$ cat src/design/ssfcp_pkg.sv
// Purpose: shared constants and types of the flow-controlled spi slave port
// Assumes: 20 MHz system clock, byte-wide serial frames
// Notes:   every number of the port is named once here

package ssfcp_pkg;

  // ---------------------------------------------------------------------------
  // clock and timing
  // ---------------------------------------------------------------------------
  localparam int CLK_PERIOD_NS = 50;
  // ready is held low this long after chip select falls
  localparam int HDR_PREP_NS   = 100;
  localparam int HDR_PREP_CYC  = (HDR_PREP_NS + CLK_PERIOD_NS - 1)
                                 / CLK_PERIOD_NS;
  localparam logic [1:0] HDR_PREP_CNT = 2'(HDR_PREP_CYC);

  // ---------------------------------------------------------------------------
  // buffers
  // ---------------------------------------------------------------------------
  localparam int FIFO_DEPTH = 64;
  localparam int BYTE_W     = 8;
  localparam int CNT_W      = $clog2(FIFO_DEPTH) + 1;

  // ---------------------------------------------------------------------------
  // header codes
  // ---------------------------------------------------------------------------
  localparam logic [7:0] CTRL_READ    = 8'h81;
  localparam logic [7:0] CTRL_WRITE   = 8'h42;
  localparam logic [7:0] HDR_DUMMY    = 8'h00;
  localparam logic [7:0] STATUS_READY = 8'hc0;
  localparam logic [7:0] FILL_BYTE    = 8'h00;
  localparam logic [2:0] LAST_BIT     = 3'h7;
  localparam logic [2:0] FIRST_BIT    = 3'h0;

  // ---------------------------------------------------------------------------
  // transaction states
  // ---------------------------------------------------------------------------
  typedef enum logic [2:0] {
    ST_IDLE    = 3'b000,
    ST_CTRL    = 3'b001,
    ST_STAT_RD = 3'b010,
    ST_STAT_WR = 3'b011,
    ST_READ    = 3'b100,
    ST_WRITE   = 3'b101,
    ST_SKIP    = 3'b110
  } ssfcp_state_e;

endpackage

$ cat src/design/ssfcp_fifo.sv
// Purpose: byte fifo in flip-flops with registered level and flags
// Assumes: depth is a power of two
// Notes:   push when full and pop when empty are ignored

`timescale 1ns/100ps

module ssfcp_fifo #(
  parameter int WIDTH = 8,
  parameter int DEPTH = 64,
  parameter int AW    = $clog2(DEPTH)
)(
  input  logic             clk,
  input  logic             srst,
  input  logic             push,
  input  logic [WIDTH-1:0] push_data,
  input  logic             pop,
  output logic [WIDTH-1:0] head,
  output logic [AW:0]      count,
  output logic             full,
  output logic             empty
);

  logic [WIDTH-1:0] mem [DEPTH];
  logic [AW-1:0]    wr_ptr;
  logic [AW-1:0]    rd_ptr;
  logic             push_ok;
  logic             pop_ok;
  logic [AW:0]      next_count;

  assign push_ok = push & ~full;
  assign pop_ok  = pop & ~empty;
  assign head    = mem[rd_ptr];

  always_comb begin
    next_count = count;
    if (push_ok && !pop_ok) begin
      next_count = count + 1'b1;
    end else if (pop_ok && !push_ok) begin
      next_count = count - 1'b1;
    end
  end

  always_ff @(posedge clk) begin
    if (push_ok) begin
      mem[wr_ptr] <= push_data;
    end
  end

  always_ff @(posedge clk) begin
    if (srst) begin
      wr_ptr <= '0;
      rd_ptr <= '0;
    end else begin
      if (push_ok) begin
        wr_ptr <= wr_ptr + 1'b1;
      end
      if (pop_ok) begin
        rd_ptr <= rd_ptr + 1'b1;
      end
    end
  end

  always_ff @(posedge clk) begin
    if (srst) begin
      count <= '0;
      full  <= 1'b0;
      empty <= 1'b1;
    end else begin
      count <= next_count;
      full  <= (next_count == (AW+1)'(DEPTH));
      empty <= (next_count == '0);
    end
  end

endmodule

$ cat src/design/ssfcp_port.sv
// Purpose: spi slave transport port with ready-line and count flow control
// Assumes: spi pins are asynchronous and oversampled by clk
// Notes:   mode and bit order must stay stable while chip select is low

`timescale 1ns/100ps

module ssfcp_port
  import ssfcp_pkg::*;
#(
  parameter int DEPTH = FIFO_DEPTH
)(
  input  logic              clk,
  input  logic              srst,
  input  logic              port_en,
  input  logic              flow_en,
  input  logic              cpol,
  input  logic              cpha,
  input  logic              lsb_first,
  input  logic              spi_sck,
  input  logic              spi_csn,
  input  logic              spi_mosi,
  output logic              spi_miso,
  output logic              spi_miso_oe_n,
  output logic              spi_rdy,
  output logic [BYTE_W-1:0] rx_data,
  output logic              rx_valid,
  input  logic              rx_ready,
  input  logic [BYTE_W-1:0] tx_data,
  input  logic              tx_valid,
  output logic              tx_ready,
  output logic [CNT_W-1:0]  rx_level,
  output logic [CNT_W-1:0]  tx_level,
  output logic              xfer_active
);

  // ---------------------------------------------------------------------------
  // declarations
  // ---------------------------------------------------------------------------
  logic [2:0]        sync1;
  logic [2:0]        sync2;
  logic [2:0]        sync3;
  logic              sck_lvl;
  logic              cs_act;
  ssfcp_state_e      state;
  logic [2:0]        bit_cnt;
  logic [2:0]        out_idx;
  logic [7:0]        in_sr;
  logic [7:0]        out_byte;
  logic              reload;
  logic              sent_valid;
  logic [1:0]        wait_cnt;

  logic              sck_edge;
  logic              sck_rise;
  logic              sck_fall;
  logic              csn_lo;
  logic              csn_hi;
  logic              cs_start;
  logic              cs_end;
  logic              lead;
  logic              trail;
  logic              samp;
  logic              shft;
  logic [7:0]        next_in;
  logic              byte_done;
  logic              rx_push;
  logic              tx_pop;
  logic              rx_full;
  logic              rx_empty;
  logic              tx_full;
  logic              tx_empty;
  logic [7:0]        tx_head;
  logic [CNT_W-1:0]  rx_count;
  logic [CNT_W-1:0]  tx_count;
  logic [CNT_W-1:0]  rx_room;
  logic [2:0]        bsel;
  logic [2:0]        next_idx;
  logic              top_up;
  logic              next_rdy;
  logic [7:0]        next_out;

  // ---------------------------------------------------------------------------
  // pin synchronisers
  // ---------------------------------------------------------------------------
  always_ff @(posedge clk) begin
    if (srst) begin
      sync1 <= 3'h2;
      sync2 <= 3'h2;
      sync3 <= 3'h2;
    end else begin
      sync1 <= {spi_mosi, spi_csn, spi_sck};
      sync2 <= sync1;
      sync3 <= sync2;
    end
  end

  // an sck change counts only once stages two and three agree
  assign sck_edge = (sync2[0] == sync3[0]) && (sync3[0] != sck_lvl);
  assign sck_rise = sck_edge & sync3[0];
  assign sck_fall = sck_edge & ~sync3[0];
  assign csn_lo   = ~sync2[1] & ~sync3[1];
  assign csn_hi   = sync2[1] & sync3[1];

  always_ff @(posedge clk) begin
    if (srst) begin
      sck_lvl <= 1'b0;
    end else if (sync2[0] == sync3[0]) begin
      sck_lvl <= sync3[0];
    end
  end

  // ---------------------------------------------------------------------------
  // framing and clock mode
  // ---------------------------------------------------------------------------
  assign cs_start = port_en & ~cs_act & csn_lo;
  assign cs_end   = cs_act & (csn_hi | ~port_en);
  assign lead     = cpol ? sck_fall : sck_rise;
  assign trail    = cpol ? sck_rise : sck_fall;
  assign samp     = cs_act & ~cs_end & (cpha ? trail : lead);
  assign shft     = cs_act & ~cs_end & (cpha ? lead : trail);
  assign next_in  = lsb_first ? {sync3[2], in_sr[7:1]}
                              : {in_sr[6:0], sync3[2]};
  assign byte_done = samp & (bit_cnt == LAST_BIT);
  // write data only, and never past full, so an abort loses nothing
  assign rx_push  = byte_done & (state == ST_WRITE) & ~rx_full;
  // a byte leaves the tx fifo only once fully shifted out
  assign tx_pop   = byte_done & (state == ST_READ) & sent_valid;
  assign rx_room  = CNT_W'(DEPTH) - rx_count;
  // look one shift ahead: sync lag leaves no cycle spare in a half period
  assign next_idx = shft ? (out_idx + 3'h1) : out_idx;
  assign bsel     = lsb_first ? next_idx : (LAST_BIT - next_idx);
  // refresh an empty read byte when data arrives while the master waits
  assign top_up   = (state == ST_READ) & ~sent_valid & ~tx_empty
                    & (bit_cnt == FIRST_BIT) & ~reload & ~byte_done;

  always_ff @(posedge clk) begin
    if (srst) begin
      cs_act <= 1'b0;
    end else if (cs_start) begin
      cs_act <= 1'b1;
    end else if (cs_end) begin
      cs_act <= 1'b0;
    end
  end

  // ---------------------------------------------------------------------------
  // transaction state
  // ---------------------------------------------------------------------------
  always_ff @(posedge clk) begin
    if (srst) begin
      state <= ST_IDLE;
    end else if (cs_end) begin
      state <= ST_IDLE;
    end else if (cs_start) begin
      state <= ST_CTRL;
    end else if (byte_done) begin
      unique case (state)
        ST_CTRL: begin
          if (next_in == CTRL_READ) begin
            state <= ST_STAT_RD;
          end else if (next_in == CTRL_WRITE) begin
            state <= ST_STAT_WR;
          end else begin
            state <= ST_SKIP;
          end
        end
        // second header byte is the dummy, its content is not checked
        ST_STAT_RD: state <= ST_READ;
        ST_STAT_WR: state <= ST_WRITE;
        ST_IDLE,
        ST_READ,
        ST_WRITE,
        ST_SKIP:    state <= state;
      endcase
    end
  end

  always_ff @(posedge clk) begin
    if (srst) begin
      bit_cnt <= FIRST_BIT;
      in_sr   <= 8'h00;
    end else if (cs_start) begin
      bit_cnt <= FIRST_BIT;
    end else if (samp) begin
      bit_cnt <= bit_cnt + 3'h1;
      in_sr   <= next_in;
    end
  end

  always_ff @(posedge clk) begin
    if (srst) begin
      wait_cnt <= 2'h0;
    end else if (cs_start) begin
      wait_cnt <= 2'h0;
    end else if (state == ST_CTRL && wait_cnt != HDR_PREP_CNT) begin
      wait_cnt <= wait_cnt + 2'h1;
    end
  end

  // ---------------------------------------------------------------------------
  // outgoing byte
  // ---------------------------------------------------------------------------
  always_comb begin
    next_out = FILL_BYTE;
    unique case (state)
      ST_STAT_RD: next_out = 8'(tx_count);
      ST_STAT_WR: next_out = 8'(rx_room);
      ST_READ:    next_out = tx_empty ? FILL_BYTE : tx_head;
      ST_IDLE,
      ST_CTRL,
      ST_WRITE,
      ST_SKIP:    next_out = FILL_BYTE;
    endcase
  end

  // reload waits one cycle so the fifo head has moved after a pop
  always_ff @(posedge clk) begin
    if (srst) begin
      reload <= 1'b0;
    end else begin
      reload <= byte_done & ~cs_end;
    end
  end

  always_ff @(posedge clk) begin
    if (srst) begin
      out_byte   <= 8'h00;
      out_idx    <= FIRST_BIT;
      sent_valid <= 1'b0;
    end else if (cs_start) begin
      out_byte   <= STATUS_READY;
      out_idx    <= cpha ? LAST_BIT : FIRST_BIT;
      sent_valid <= 1'b0;
    end else if (cs_end) begin
      sent_valid <= 1'b0;
    end else begin
      if (reload || top_up) begin
        out_byte   <= next_out;
        sent_valid <= (state == ST_READ) & ~tx_empty;
      end
      if (shft) begin
        out_idx <= out_idx + 3'h1;
      end
    end
  end

  // ---------------------------------------------------------------------------
  // pins out
  // ---------------------------------------------------------------------------
  always_comb begin
    next_rdy = 1'b0;
    if (!port_en) begin
      next_rdy = 1'b0;
    end else if (!flow_en) begin
      next_rdy = 1'b1;
    end else if (cs_start || cs_end) begin
      next_rdy = 1'b0;
    end else begin
      unique case (state)
        ST_IDLE:    next_rdy = ~tx_empty;
        ST_CTRL:    next_rdy = (wait_cnt == HDR_PREP_CNT);
        ST_STAT_RD,
        ST_STAT_WR,
        ST_SKIP:    next_rdy = 1'b1;
        ST_READ:    next_rdy = sent_valid & ~reload & ~byte_done;
        ST_WRITE:   next_rdy = ~rx_full & ~rx_push;
      endcase
    end
  end

  always_ff @(posedge clk) begin
    if (srst) begin
      spi_rdy       <= 1'b0;
      spi_miso      <= 1'b0;
      spi_miso_oe_n <= 1'b1;
      xfer_active   <= 1'b0;
    end else begin
      spi_rdy       <= next_rdy;
      spi_miso      <= cs_act & out_byte[bsel];
      spi_miso_oe_n <= ~(cs_act & ~cs_end);
      xfer_active   <= cs_act & ~cs_end;
    end
  end

  // ---------------------------------------------------------------------------
  // buffers
  // ---------------------------------------------------------------------------
  ssfcp_fifo #(
    .WIDTH (BYTE_W),
    .DEPTH (DEPTH)
  ) u_rx_fifo (
    .clk       (clk),
    .srst      (srst),
    .push      (rx_push),
    .push_data (next_in),
    .pop       (rx_ready),
    .head      (rx_data),
    .count     (rx_count),
    .full      (rx_full),
    .empty     (rx_empty)
  );

  ssfcp_fifo #(
    .WIDTH (BYTE_W),
    .DEPTH (DEPTH)
  ) u_tx_fifo (
    .clk       (clk),
    .srst      (srst),
    .push      (tx_valid),
    .push_data (tx_data),
    .pop       (tx_pop),
    .head      (tx_head),
    .count     (tx_count),
    .full      (tx_full),
    .empty     (tx_empty)
  );

  assign rx_valid = ~rx_empty;
  assign tx_ready = ~tx_full;
  assign rx_level = rx_count;
  assign tx_level = tx_count;
endmodule
$ cat config.mk
export PLATFORM = sky130hd
export DESIGN_NAME = ssfcp_port
export DESIGN_NICKNAME = d
export VERILOG_FILES = /design/src/design/ssfcp_pkg.sv /design/src/design/ssfcp_fifo.sv /design/src/design/ssfcp_port.sv
export SDC_FILE = /design/constraint.sdc
export NUM_CORES = 1
export LEC_CHECK = 0
export ABC_AREA = 1
export BUFFER_PORTS_ARGS = -buffer_cell sky130_fd_sc_hd__buf_2
export CORE_UTILIZATION = 45
export DETAILED_ROUTE_END_ITERATION = 6
export SLEW_MARGIN = 20
export SYNTH_ARGS = -nofsm -noshare
export SYNTH_HDL_FRONTEND = slang
export SYNTH_HIERARCHICAL = 1
export SYNTH_SLANG_ARGS = --single-unit
export TNS_END_PERCENT = 100
$ cat constraint.sdc
create_clock -name clk -period 10.7 [get_ports clk]
set_clock_uncertainty 0.1 [all_clocks]
set_input_delay 1.605 -clock clk [delete_from_list [all_inputs] [get_ports clk]]
set_output_delay 1.605 -clock clk [all_outputs]
set_load 0.05 [all_outputs]
Word-level counts from Yosys, hierarchy flattened
Memories as Yosys holds them, arrays and structs flattened. A register that Yosys moved wholly into a read port is not among the register bits.
Cells that the tools add are included.
{"block": "classes", "add_sub_neg": 13, "order_cmp": 1, "eq_ne": 17, "muxes": 39, "n_bitwise": 48, "reduce_logical": 31}
{"operator": "8-bit two-way mux", "count": 5}
{"operator": "8-bit case mux with 4 select lines", "count": 1}
{"operator": "1-bit bitwise AND", "count": 30}
{"operator": "7-bit two-way mux", "count": 4}
{"operator": "6-bit by 1-bit adder with 6-bit output, second input constant", "count": 4}
{"operator": "6-bit two-way mux", "count": 4}
{"operator": "3-bit two-way mux", "count": 7}
{"operator": "1-bit NOT", "count": 17}
{"operator": "1-bit two-way mux", "count": 15}
{"operator": "7-bit by 1-bit adder with 7-bit output, second input constant", "count": 2}
{"operator": "7-bit == test, second input constant", "count": 2}
{"operator": "7-bit zero test", "count": 2}
{"operator": "7-bit by 1-bit subtractor with 7-bit output, second input constant", "count": 2}
{"operator": "3-bit == test, second input constant", "count": 4}
{"operator": "2-bit AND reduction", "count": 5}
{"operator": "3-bit case mux with 3 select lines", "count": 1}
{"operator": "8-bit by 7-bit == test with 1-bit output, second input constant", "count": 1}
{"operator": "8-bit == test, second input constant", "count": 1}
{"operator": "4-bit OR reduction", "count": 2}
{"operator": "7-bit subtractor, first input constant", "count": 1}
{"operator": "3-bit by 1-bit adder with 3-bit output, second input constant", "count": 2}
{"operator": "3-bit by 2-bit == test with 1-bit output, second input constant", "count": 2}
{"operator": "1-bit logical AND", "count": 6}
{"operator": "3-bit zero test", "count": 2}
{"operator": "16 further kinds", "count": 27}
{"block": "word_totals", "regBits": 86, "ramBits": 1024, "input_bits": 20, "out_inout_bits": 28, "word_cells": 180, "memories": 2}
{"memory": "u_rx_fifo.mem", "words": 64, "width": 8, "rd": 1, "rd_ports_with_merged_regs": 1, "write_ports": 1, "line_no": "ssfcp_fifo.sv:23", "rtl": "logic [WIDTH-1:0] mem [DEPTH];"}
{"memory": "u_tx_fifo.mem", "words": 64, "width": 8, "rd": 1, "rd_ports_with_merged_regs": 1, "write_ports": 1, "line_no": "ssfcp_fifo.sv:23"}

Logic depth before layout (Yosys ltp)
{"block": "depth", "depth_word": 15, "depth_mapped": 18}

By module
The synthesis kept the hierarchy.
{"module": "ssfcp_fifo (u_tx_fifo)", "instances": 1, "cells_per_inst": 1968, "area_each_um2": 22377.7, "seq_area_each_um2": 15915.3}
{"module": "ssfcp_fifo (u_rx_fifo)", "instances": 1, "cells_per_inst": 1965, "area_each_um2": 22345.2, "seq_area_each_um2": 15915.3}
{"module": "ssfcp_port", "instances": 1, "cells_per_inst": 343, "area_each_um2": 2382.3, "seq_area_each_um2": 880.8}

Least setup slack after synthesis
No wires, ideal clock.
{"block": "synth_timing", "path_type": "in2reg", "from": "in lsb_first", "to": "reg state[2]", "setup_time_ps": 70, "arrival_time_ps": 5155, "path_slack_ps": 5375, "path_stages": 7, "n_path_buf": 1, "path_cell_list": "buf_6 o21ai_0 or2_2 nor4_1 o21ai_1 nand2_1 a21oi_1"}
{"block": "synth_via", "elab_chain_len": 5, "word_cells_on_any_way": 6}
{"element": "from (decl)", "line_no": "ssfcp_port.sv:18", "rtl": "input logic lsb_first,"}
{"element": "8-bit two-way mux *", "line_no": "ssfcp_port.sv:121", "rtl": "assign next_in = lsb_first ? {sync3[2], in_sr[7:1]}"}
{"element": "net next_in[5]", "line_no": "ssfcp_port.sv:64", "rtl": "logic [7:0] next_in;"}
{"element": "8-bit by 7-bit == test with 1-bit output", "line_no": "ssfcp_port.sv:161", "rtl": "end else if (next_in == CTRL_WRITE) begin"}
{"element": "3-bit two-way mux", "line_no": "ssfcp_port.sv:161"}
{"element": "3-bit two-way mux *", "line_no": "ssfcp_port.sv:159", "rtl": "if (next_in == CTRL_READ) begin"}
{"element": "3-bit case mux with 3 select lines *", "line_no": "ssfcp_port.sv:157", "rtl": "unique case (state)"}
{"element": "to (signal assigned)", "line_no": "ssfcp_port.sv:173", "rtl": "ST_SKIP: state <= state;"}
{"element": "to (decl)", "line_no": "ssfcp_port.sv:44", "rtl": "ssfcp_state_e state;"}
Mark *: on every way through the listed nets, which the timed path passes. The rest lies on a longest branch.
A chain may end at the register's enable or synchronous reset.

==> results.sh <==
export IMPL_status="completed"
export IMPL_first_iter_violations=3371
export IMPL_area_growth_pct=9.59
export IMPL_cp_max_fo=107
export IMPL_netSwitchingFraction=0.229
export IMPL_cts_sinks=1122
export IMPL_pwr_share_clk=0.418
export IMPL_synth_adder_area_share=0.00372
export IMPL_yosys_area_share_simple=0.244
export IMPL_antenna_found_initial=0
export IMPL_grt_pass1_wl_um=178000
export IMPL_grt_pass1_vias=29300
export IMPL_relSlewSlack=0.295
export IMPL_initial_core_util=0.454
export IMPL_die_y_um=326
export IMPL_drv_cap=0
export IMPL_synthTopCellsByArea="edfxtp_1 65%, nand2_1 11%, nand3_1 10%, dfxtp_1 4.2%, nor2_1 1.4%"
export IMPL_pin_count=48
export IMPL_first_pass_iters=6
export IMPL_crit_chain="inv_6, buf_4, nand2_1, nand3_1, nand3_1, nand2_1, nand2_1, nand3_1, nand3_1, nand2_1, buf_2"
export IMPL_pwr_share_seq=0.516
export IMPL_yosys_area_top_type="edfxtp_1"
export IMPL_ant_nets=0
export IMPL_yosys_area_share_xor_xnor=0.000744
export IMPL_cp_arrival_ns=4.28
export IMPL_clk_pin_slew_ns=0.06
export IMPL_pre_cts_slack_ns=4.82
export IMPL_slew_viol_final=0
export IMPL_worst_pin_slew_ns=1.05
export IMPL_min_period_ns=5.99
export IMPL_setup_viol=0
export IMPL_routedWlPerCell_um=20.6
export IMPL_min_to="sync3[2]"
export IMPL_synth_area_um2=47100
export IMPL_die_area_um2=106000
export IMPL_cts_buffers=112
export IMPL_vias_per_cell=5.46
export IMPL_synth_top_family_by_area="simple AND/OR/NAND/NOR gates"
export IMPL_grt_usage=0.219
export IMPL_whs_ns=0.303
export IMPL_synth_compound_area_share=0.0131
export IMPL_r2r_start="sync3[0]"
export IMPL_synth_seq_area_share=0.694
export IMPL_synth_edf_count=1024
export IMPL_regToRegEndpoint="u_rx_fifo/mem[38][2]"
export IMPL_irDropWorstVdd_mv=0.155
export IMPL_critPathLaunchType="flip-flop"
export IMPL_avgSynthCellArea_um2=11.0
export IMPL_drive_above_1_share=0.0743
export IMPL_crit_path_top_delay_cell="buf_4"
export IMPL_core_um2=104000
export IMPL_post_dp_hpwl_um=67700
export IMPL_max_clock_path_buffers=3
export IMPL_leakage_nw=18.6
export IMPL_synthArstFlopShare=0
export IMPL_r2r_slack_ns=6.15
export IMPL_placementRows=118
export IMPL_synth_top_area_share=0.653
export IMPL_synth_nets=4310
export IMPL_rr_worst_depth=11
export IMPL_cts_setup_buffers=0
export IMPL_final_cells=5728
export IMPL_synth_area_mux_share=0
export IMPL_drc=0
export IMPL_clk_latency_ns=0.71
export IMPL_cts_htree_levels=3
export IMPL_timing_hold_violations_final=0
export IMPL_power_internal_w=0.00718
export IMPL_fin_nets=4288
export IMPL_finalCritPeriodShare=0.559
export IMPL_synth_seq_cells=1122
export IMPL_comb_power_share=0.065
export IMPL_worst_setup_path_type="reg -> out"
export IMPL_rsz0062_at_grt="no"
export IMPL_placed_cells=5520
export IMPL_hold_buffers=0
export IMPL_ctsResizeCount=0
export IMPL_synth_warnings=6
export IMPL_finalWirelength_um=118000
export IMPL_worstPathRequired_ns=9.00
export IMPL_whs_path_depth=2
export IMPL_cts_tree="yes"
export IMPL_totalPowerFinal_w=0.00931
export IMPL_power_density_nw_per_um2=180
export IMPL_port_buffers=47
export IMPL_antenna_cells=0
export IMPL_routed_via_count=31300
export IMPL_fin_setup_tns_ns=0
export IMPL_netlist_top_cells_count="1441 x nand2_1, 1024 x edfxtp_1, 952 x nand3_1"
export IMPL_max_stage_delay_ns=0.78
export IMPL_synth_cells=4276
export IMPL_synth_most_common_cell="nand2_1"
export IMPL_worst_slack_ns=4.71
export IMPL_worstHoldStart="sync2[2]"
export IMPL_synth_distinct_cells=46
export IMPL_grt_max_degree=150
export IMPL_synth_top_flop_cell="edfxtp_1"
export IMPL_gp_congestion=0.895
export IMPL_clockRootBuffer="clkbuf_16"
export IMPL_hp_class="reg -> reg"
export IMPL_fp_dieW_um=326
export IMPL_power_switching_w=0.00213
export IMPL_fmax_mhz=167
export IMPL_end_kind="primary output"
export IMPL_gr_total_overflow=0
## area by class of cell
type,count,area [µm²]
Fill cell,9198,52000
Inverter,126,497
Multi-Input combinational cell,2792,12400
Sequential cell,1122,32700
Timing Repair Buffer,100,646
Clock buffer,153,3090
Tap cell,1380,1730
Clock inverter,55,556
## power groups by stage
stage	clock network (W)	registers (W)	logic, W
floorplan	0	0.00490	0.000425
global placement	0	0.00490	0.000598
detailed placement	0	0.00490	0.000603
CTS	0.00396	0.00481	0.000605
global route	0.00411	0.00481	0.000663
finish	0.00390	0.00481	0.000608
## per-stage QoR
| step | instance area (µm²) | util |
|---|---|---|
| global route | 51600 | 0.498 |
| detailed placement | 48000 | 0.463 |
| floorplan | 47100 | - |
| global placement | 48000 | 0.463 |
| finish | 51600 | 0.498 |
| CTS | 51600 | 0.498 |
## sequential cells by signal (all words and copies together), names as in the netlist, 2 cells and up, named ones only
register	cells
u_tx_fifo/rd_ptr	6
out_idx	3
u_rx_fifo/wr_ptr	6
u_rx_fifo/mem	512
u_tx_fifo/count	7
u_tx_fifo/wr_ptr	6
in_sr	8
u_rx_fifo/count	7
u_tx_fifo/mem	512
out_byte	8
wait_cnt	2
sync3	3
sync1	3
state	3
bit_cnt	3
u_rx_fifo/rd_ptr	6
sync2	3
## worst max-delay path: cells and delay by family, from the launching register on
kind          cells  cell delay (ns)
buf+inv           3             1.78
simple gates      8             1.12
flops             1             0.60
## metal layers
layer | GRT usage | part of all wire | vias to the layer above | wire length [µm]
met5 | 0 | 0 | - | 0
met4 | 0.0538 | 0.018 | 0 | 2090
met3 | 0.0388 | 0.077 | 158 | 9040
met2 | 0.333 | 0.45 | 1207 | 53400
met1 | 0.327 | 0.45 | 15100 | 53400
li1 | - | - | 14800 | -
## layout by cell type, fill, tap and decap left out, types with 4 or more instances in the layout
| cell type | instances |
|---|---|
| nand2_1 | 1441 |
| edfxtp_1 | 1024 |
| nand3_1 | 952 |
| nor2_1 | 180 |
| clkbuf_16 | 114 |
| inv_1 | 109 |
| dfxtp_1 | 92 |
| buf_4 | 52 |
| a21oi_1 | 49 |
| buf_2 | 47 |
| o21ai_0 | 30 |
| clkbuf_1 | 29 |
| nand4_1 | 21 |
| clkinv_1 | 21 |
| clkinv_2 | 17 |
| nor3_1 | 16 |
| ha_1 | 14 |
| inv_2 | 10 |
| nor4_1 | 10 |
| bufinv_16 | 10 |
| clkbuf_8 | 9 |
| nor2_2 | 7 |
| or2_2 | 6 |
| nor3_2 | 6 |
| o21ai_4 | 5 |
| o21ai_1 | 5 |
| nand3b_1 | 5 |
| nand2_4 | 4 |
| a31oi_1 | 4 |
| a211oi_1 | 4 |
| inv_6 | 4 |
| nor2_4 | 4 |
| o21a_1 | 4 |
| dfxtp_4 | 4 |
## cell families (layout without fill, tap and decap cells)
kind of cell    count (synthesis)  in the layout
xor+xnor                        4              4
simple gates                 2663           2663
compound gates                111            111
fa+ha+maj                      14             14
flops                        1122           1122
buf+inv                       362            434
## worst max path at each step
stage	endpoint	startpoint
6_report	rx_data[0]	flip-flop
2_1_floorplan	state[2]	lsb_first
4_1_cts	rx_data[0]	flip-flop
3_3_place_gp	u_rx_fifo/mem[38][0]	cpol
3_5_place_dp	u_rx_fifo/mem[38][3]	port_en
5_1_grt	rx_data[0]	flip-flop
No activity file was read; power rests on OpenSTA's default activity.
